===== src/shared/dsp_pipe_pkg.sv =====
// Constants and carrier types for the DSP operation pipeline sequencer.
// Assumes a single core clock and a synchronous active-low core reset.
// Operation
// (RL1) Every DSP arithmetic, logical, shift and register-transfer operation passes fetch, decode, execute, memory access and DSP write-back.
// (RL2) A conditional DSP operation whose condition is false skips its write-back, so no destination register changes.
// (RL3) Such a false-condition operation still takes the same five slots, with no added stall or bubble.
// (RL4) The signed multiply moves through the same five stages as the other DSP operations.
// (RL5) Contention is flagged when a DSP-register to MAC-half transfer issues together with a parallel memory load.
// (RL6) Contention is flagged when a DSP memory store directly follows a DSP-register to MAC-half transfer.
// (RL7) Contention is flagged when a store writes out a DSP result in the instruction right after that DSP operation.
// (RL8) On contention the later instruction stalls until the resource is free, keeping program-order results.
package dsp_pipe_pkg;

   // ************************************************************
   // Pipeline shape
   // ************************************************************
   localparam int NUM_STAGES    = 5;
   localparam int ST_FETCH      = 0;
   localparam int ST_DECODE     = 1;
   localparam int ST_EXEC       = 2;
   localparam int ST_MEM        = 3;
   localparam int ST_WB         = 4;
   // Stall cycles added after the hazard cycle for one contention
   localparam logic [1:0] STALL_CYCLES = 2'h1;
   localparam int REG_IDX_W     = 4;

   // ************************************************************
   // Operation classes and condition modes
   // ************************************************************
   typedef enum logic [2:0] {
      OP_NONE, OP_ALU_ARITH, OP_ALU_LOGIC, OP_SHIFT,
      OP_SIGNED_MUL, OP_READ_MAC, OP_WRITE_MAC
   } op_class_t;

   typedef enum logic [1:0] {
      COND_ALWAYS, EXEC_IF_TRUE, EXEC_IF_FALSE
   } cond_mode_t;

   typedef enum logic [1:0] {
      MEM_NONE, MEM_LOAD, MEM_STORE
   } mem_kind_t;

   // One issued instruction word as seen by the sequencer
   typedef struct packed {
      logic                 valid;
      op_class_t            op;
      cond_mode_t           cond;
      logic [REG_IDX_W-1:0] dst;
      mem_kind_t            mem;
      logic [REG_IDX_W-1:0] store_src;
   } issue_t;

   // Write-back command to the DSP register file
   typedef struct packed {
      logic                 en;
      op_class_t            op;
      logic [REG_IDX_W-1:0] dst;
   } wb_cmd_t;

endpackage


===== src/rtl/dsp_contention_detect.sv =====
// Contention detector for DSP register transfers and memory moves.
// Assumes the issue word is held stable while the sequencer stalls it.
`timescale 1ns/1ps
module dsp_contention_detect (
   // Instruction entering decode and the one ahead of it
   input  wire dsp_pipe_pkg::issue_t incoming,
   input  wire dsp_pipe_pkg::issue_t ahead,
   // Contention causes
   output wire logic                 mac_par_load,
   output wire logic                 mac_then_store,
   output wire logic                 result_store
);
   import dsp_pipe_pkg::*;

   // ************************************************************
   // Decode of hazard cases
   // ************************************************************
   wire logic ahead_mac_xfer;
   wire logic in_mac_xfer;
   wire logic ahead_dsp_result;

   assign in_mac_xfer    = incoming.valid &&
                           (incoming.op == OP_READ_MAC || incoming.op == OP_WRITE_MAC);
   assign ahead_mac_xfer = ahead.valid &&
                           (ahead.op == OP_READ_MAC || ahead.op == OP_WRITE_MAC);
   assign ahead_dsp_result = ahead.valid && ahead.op != OP_NONE;

   // Transfer paired with a load in the same issue slot
   assign mac_par_load   = in_mac_xfer && incoming.mem == MEM_LOAD;          // [RL5]
   // Store right behind a MAC transfer
   assign mac_then_store = incoming.valid && incoming.mem == MEM_STORE
                           && ahead_mac_xfer;                                // [RL6]
   // Store reading the result of the operation just ahead
   assign result_store   = incoming.valid && incoming.mem == MEM_STORE
                           && ahead_dsp_result
                           && incoming.store_src == ahead.dst;               // [RL7]

endmodule // dsp_contention_detect


===== src/rtl/dsp_op_pipeline_control.sv =====
// Five-stage sequencer for DSP data-operation instructions.
// Assumes the fetch side holds its word while issue_ready is low and that
// the condition flag is valid when an operation reaches execute.
`timescale 1ns/1ps
module dsp_op_pipeline_control (
   // Clock and reset
   input  wire logic                 clk,
   input  wire logic                 rstn,
   // Issue side
   input  wire dsp_pipe_pkg::issue_t issue,
   output wire logic                 issue_ready,
   // Condition flag from the DSP status
   input  wire logic                 cond_flag,
   // Stage occupancy and write-back
   output logic [4:0]                stage_busy,
   output dsp_pipe_pkg::wb_cmd_t     wb_cmd,
   output logic                      contention
);
   import dsp_pipe_pkg::*;

   // ************************************************************
   // Stage registers
   // ************************************************************
   issue_t     stage [NUM_STAGES];
   logic       cond_ok_mem;
   logic       cond_ok_wb;
   logic [1:0] stall_cnt;
   // Set once the held word in fetch has raised its contention, before its stall slot
   logic       stall_served;

   wire logic  any_cause;
   wire logic  mac_par_load;
   wire logic  mac_then_store;
   wire logic  result_store;
   wire logic  hazard;
   wire logic  stalling;
   wire logic  cond_pass;
   wire issue_t bubble;

   dsp_contention_detect u_detect (
      .incoming       (stage[ST_FETCH]),
      .ahead          (stage[ST_DECODE]),
      .mac_par_load   (mac_par_load),
      .mac_then_store (mac_then_store),
      .result_store   (result_store)
   );

   // ************************************************************
   // Stall control
   // ************************************************************
   // A single stall slot lets the conflicting resource free up; the served
   // flag keeps the held word from raising the same contention forever
   assign any_cause   = mac_par_load || mac_then_store || result_store;
   assign hazard      = any_cause && stall_cnt == 2'h0 && !stall_served;     // [RL8]
   assign stalling    = hazard || stall_cnt != 2'h0;
   assign issue_ready = !stalling;
   assign bubble      = '0;

   // Condition check in execute; false condition only kills write-back
   assign cond_pass = (stage[ST_EXEC].cond == COND_ALWAYS) ||
                      (stage[ST_EXEC].cond == EXEC_IF_TRUE  &&  cond_flag) ||
                      (stage[ST_EXEC].cond == EXEC_IF_FALSE && !cond_flag);

   always_ff @(posedge clk) begin
      if (!rstn) begin
         stall_cnt <= 2'h0;
      end else if (hazard) begin
         stall_cnt <= STALL_CYCLES;                                          // [RL8]
      end else if (stall_cnt != 2'h0) begin
         stall_cnt <= stall_cnt - 2'h1;
      end
   end

   // Set on the hazard cycle, cleared once fetch takes a new word
   always_ff @(posedge clk) begin
      if (!rstn) begin
         stall_served <= 1'b0;
      end else if (hazard) begin
         stall_served <= 1'b1;                                               // [RL8]
      end else if (!stalling) begin
         stall_served <= 1'b0;
      end
   end

   // ************************************************************
   // Stage advance: fetch, decode, execute, memory, write-back
   // ************************************************************
   // Only the dependent word in fetch waits; the older word in decode moves
   // on and a bubble fills decode, so nothing ahead of the conflict is delayed
   // and results stay in program order
   always_ff @(posedge clk) begin
      if (!rstn) begin
         for (int i = 0; i < NUM_STAGES; i++) begin
            stage[i] <= '0;
         end
      end else begin
         if (!stalling) begin
            stage[ST_FETCH]  <= issue;                                       // [RL1]
         end
         stage[ST_DECODE] <= stalling ? bubble : stage[ST_FETCH];            // [RL8]
         stage[ST_EXEC]   <= stage[ST_DECODE];
         stage[ST_MEM]  <= stage[ST_EXEC];   // Multiply takes the same path [RL4]
         stage[ST_WB]   <= stage[ST_MEM];    // False condition still advances [RL3]
      end
   end

   // Condition result travels beside the instruction
   always_ff @(posedge clk) begin
      if (!rstn) begin
         cond_ok_mem <= 1'b0;
         cond_ok_wb  <= 1'b0;
      end else begin
         cond_ok_mem <= cond_pass;
         cond_ok_wb  <= cond_ok_mem;
      end
   end

   // ************************************************************
   // Outputs
   // ************************************************************
   generate
      for (genvar g = 0; g < NUM_STAGES; g++) begin : g_busy
         always_ff @(posedge clk) begin
            if (!rstn) begin
               stage_busy[g] <= 1'b0;
            end else begin
               stage_busy[g] <= stage[g].valid;
            end
         end
      end
   endgenerate

   // Write-back issued only for a passing condition
   always_ff @(posedge clk) begin
      if (!rstn) begin
         wb_cmd     <= '0;
         contention <= 1'b0;
      end else begin
         wb_cmd.en  <= stage[ST_WB].valid && stage[ST_WB].op != OP_NONE
                       && cond_ok_wb;                                        // [RL2]
         wb_cmd.op  <= stage[ST_WB].op;
         wb_cmd.dst <= stage[ST_WB].dst;
         contention <= hazard;
      end
   end
endmodule // dsp_op_pipeline_control


===== config.mk =====
export PLATFORM = sky130hd
export DESIGN_NAME = dsp_op_pipeline_control
export DESIGN_NICKNAME = d
export VERILOG_FILES = /design/src/shared/dsp_pipe_pkg.sv /design/src/rtl/dsp_contention_detect.sv /design/src/rtl/dsp_op_pipeline_control.sv
export SDC_FILE = /design/constraint.sdc
export NUM_CORES = 1
export LEC_CHECK = 0
export BUFFER_PORTS_ARGS = -buffer_cell sky130_fd_sc_hd__buf_2
export CELL_PAD_IN_SITES_DETAIL_PLACEMENT = 1
export CELL_PAD_IN_SITES_GLOBAL_PLACEMENT = 2
export CORE_UTILIZATION = 31
export CTS_CLUSTER_SIZE = 12
export DETAILED_ROUTE_END_ITERATION = 8
export HOLD_SLACK_MARGIN = 0.1
export PLACE_DENSITY = 0.59
export SLEW_MARGIN = 20
export SYNTH_ARGS = -nofsm -noshare
export SYNTH_HDL_FRONTEND = slang
export SYNTH_SLANG_ARGS = --single-unit

===== constraint.sdc =====
create_clock -name clk -period 2.4 [get_ports clk]
set_input_delay 0.24 -clock clk [delete_from_list [all_inputs] [get_ports clk]]
set_output_delay 0.24 -clock clk [all_outputs]
set_load 0.1 [all_outputs]

==> metrics.md <==
| Metric | Value |
|---|---|
| Internal power | `2.131 mW` |
| Clock Latency Late Sink | `0.34 ns` |
| Share of post-route cells with drive strength above 1 | `21.01%` |
| Largest family of logic cells by synthesized area | `simple AND/OR/NAND/NOR gates` |
| XOR/XNOR share of the synthesized area | `2.304%` |
| Max Clock Freq | `464.2 MHz` |
| Mapped Cells | `179` |
| Ys Warns | `0` |
| Vias in the first global route | `1425` |
| Avg Inst Size Synth | `14.87 um2` |
| P_sw | `0.8726 mW` |
| Setup slack after layout | `0.2456 ns` |
| Post-synthesis adder-cell area fraction | `0.9403%` |
| Cell Area, Synth | `2661 um2` |
| CTS tree | `built` |
| Drt total wl | `3.846 mm` |
| Routed vias/inst | `3.959` |
| Comb pwr share | `18.5%` |
| Post-synthesis mux area share | `0.3761%` |
| Endpoints failing setup | `0` |
| IO buf count | `33` |
| Setup_tns | `0 ns` |
| Antenna Cells | `0` |
| Worst EP arrival | `1.91 ns` |
| Post_cts resized | `0` |
| Final critical-path required period | `2.154 ns` |
| Worst-Margin Slew | `0.7955 ns` |
| Largest net degree at the start of global routing | `50` |
| Clock buffer depth | `2` |
| Gpl congestion | `0.6933` |
| CP max-delay cell | `edfxtp_1` |
| Reg power frac | `52.1%` |
| Initial Util | `32.23%` |
| Fin. Hold Viols | `0` |
| Core Rows | `33` |
| Min-delay worst type | `input pin to flip-flop` |
| Top-area cell type share of the netlist area | `58.67%` |
| Critical Path, Cell by Cell | `nand3b_1 > o22a_1 > a2111oi_4 > nor2_2 > buf_2` |
| Synth cell types | `26` |
| Die Span X | `94.66 um` |
| Compound-Gate Fraction of Synth Area | `3.056%` |
| Die ar. | `8960 um2` |
| Critical Path Max Stage Delay | `0.41 ns` |
| Remaining antenna violation count after routing | `0` |
| Buffer and inverter count on the worst path | `1` |
| Pleak | `1.326 nW` |
| Via count | `1433` |
| Max cap viols | `0` |
| Core ar. | `8258 um2` |
| Critical Path Fanout Max | `3` |
| Synth area leaders | `edfxtp_1 59%, dfxtp_1 14%, and2_1 13%, nor3b_1 2.8%, xnor2_1 2.0%` |
| Io pins | `34` |
| Initial antenna violation count | `0` |
| P&R area growth vs syn | `22.33%` |
| Seq cells post-synth | `71` |
| Clock Sinks | `71` |
| Power Density | `922.6 nW/um2` |
| # fillers | `904` |
| CP top delay family | `compound AO/OA/AOI/OAI gates` |
| Simple-gate share of the synthesized area | `18.38%` |
| Post-CTS Setup Bufs | `0` |
| Final nets | `273` |
| Router iterations before antenna repair | `3` |
| CTS buffer count | `9` |
| Switching share of power | `29.05%` |
| RSZ-0062 raised after global routing | `false` |
| Register area share after synthesis | `72.97%` |
| Die Y-Extent | `94.66 um` |
| Pre-CTS setup slack | `0.3675 ns` |
| Drt wl/cell | `10.62 um` |
| CTS Root Cell | `clkbuf_8` |
| Area of the multi-input gates | `804.5 um2` |
| GRT Resource Usage Total | `10.17%` |
| Final HPWL DP | `2.470 mm` |
| Initial DRC Count | `50` |
| Worst Setup Path Type | `flip-flop to output port` |
| Worst Setup End Kind | `output port` |
| Hold-fix buffers, CTS | `0` |
| Clock Power Share | `29.4%` |
| Sequential Area | `1942 um2` |
| DRC Markers | `0` |
| Clock Skew | `0.005559 ns` |
| Post-synth top area cell | `edfxtp_1` |
| Clock-pin slew on the worst setup and hold paths | `0.07 ns` |
| First-pass GRT wire length | `6.527 mm` |
| Status | `complete, no violations` |
| Worst vdd ir | `0.5493 mV` |
| H-tree depth | `3` |
| Worst setup SP type | `flip-flop` |
| Remaining Overflow, GRT | `0` |
| Critical Path RT | `2.16 ns` |
| Worst rel slew slack | `46.96%` |
| Final Max Tran Viols | `0` |
| Period utilisation layout | `89.77%` |
-- power groups by stage --
| stage | registers [mW] | clock network, mW | logic [mW] |
|---|---|---|---|
| after global routing | 1.58 | 0.973 | 0.612 |
| after floorplan | 1.67 | 0 | 0.364 |
| after global placement | 1.59 | 0 | 0.561 |
| after CTS | 1.57 | 0.929 | 0.569 |
| final | 1.57 | 0.883 | 0.555 |
| after detailed placement | 1.59 | 0 | 0.566 |
-- cell usage after synthesis, drive strengths merged --
cell type  number
dfxtp          19
clkbuf          7
inv             3
and3b           1
edfxtp         52
and2           57
a2111oi         1
o21a            1
o22a            1
o21ai           2
a31o            1
ha              2
nor2            2
nand4           1
conb            1
nor3b          10
buf             1
xnor2           6
a21oi           1
nor3            1
mux2i           1
nand3b          2
xor2            1
o311a           1
nand2           4
-- area by class of cell --
type / count / area share (%)
well taps: 105 / 4.035
clock inverters: 3 / 0.5380
flip-flops and latches: 71 / 59.65
multi-input cells: 132 / 24.71
inverters: 3 / 0.3459
repair buffers: 35 / 5.534
clock buffers: 13 / 5.188
-- layer usage --
layer / vias up / global-route usage (%) / wire [um]
li1: 722 / - / -
met1: 667 / 10.80 / 1739
met2: 35 / 16.13 / 1785
met3: 9 / 5.636 / 240
met4: 0 / 5.303 / 80
met5: - / 0 / 0
-- cells by family after synthesis --
group,Yosys count
AND/OR/NAND/NOR,78
flip-flops,71
buffers and inverters,11
AO/OA/AOI/OAI,8
XOR/XNOR,7
adder cells (fa/ha/maj),2
other,1
multiplexers,1
-- registers in the layout (all words and copies together) (netlist names) --
| signal | flops |
|---|---|
| stage | 52 |
| wb_cmd | 8 |
| stage_busy | 5 |
| stall_cnt | 2 |
| cond_ok_mem | 1 |
| cond_ok_wb | 1 |
| contention | 1 |
| stall_served | 1 |
-- layout by cell type, fill, tap and decap left out, types with 2 or more instances in the layout --
cell,instances
clkbuf_8,12
inv_1,3
clkinv_2,2
buf_4,2
xnor2_1,6
nor3b_1,10
buf_2,33
ha_1,2
conb_1,36
edfxtp_1,52
dfxtp_1,19
nand2_1,4
nand3b_1,2
and2_1,57
-- worst reg2reg max path, stage by stage, from the launching register on --
cell,delay (ns)
edfxtp_1,0.42
xor2_1,0.18
a21oi_1,0.23
a2111oi_4,0.12
o21ai_2,0.64
-- metrics by stage --
stage               power, mW  instance area, um2  hold slack (ns)  utilization (%)  instances
finish                  3.004                3256           0.1778            39.42        362
detailed placement      2.160                3069           0.4211            37.17        346
floorplan               2.037                2795           0.4119                -        214
global placement        2.152                3069           0.4162            37.17        346
CTS                     3.065                3256           0.1546            39.42        362
global route            3.166                3256           0.1555            39.42        362
-- worst paths after layout --
check                           cells past startpoint    startpoint  slack [ns]           to
worst min-delay path                                2      issue[8]        0.18  stage[0][8]
worst max register to register                      4  stage[0][29]        0.44  stage[0][3]
worst min register to register                      1   cond_ok_mem        0.44   cond_ok_wb
worst max-delay path                                5   stage[0][4]        0.25  issue_ready
Note: power is estimated with default switching activity, not from simulation.
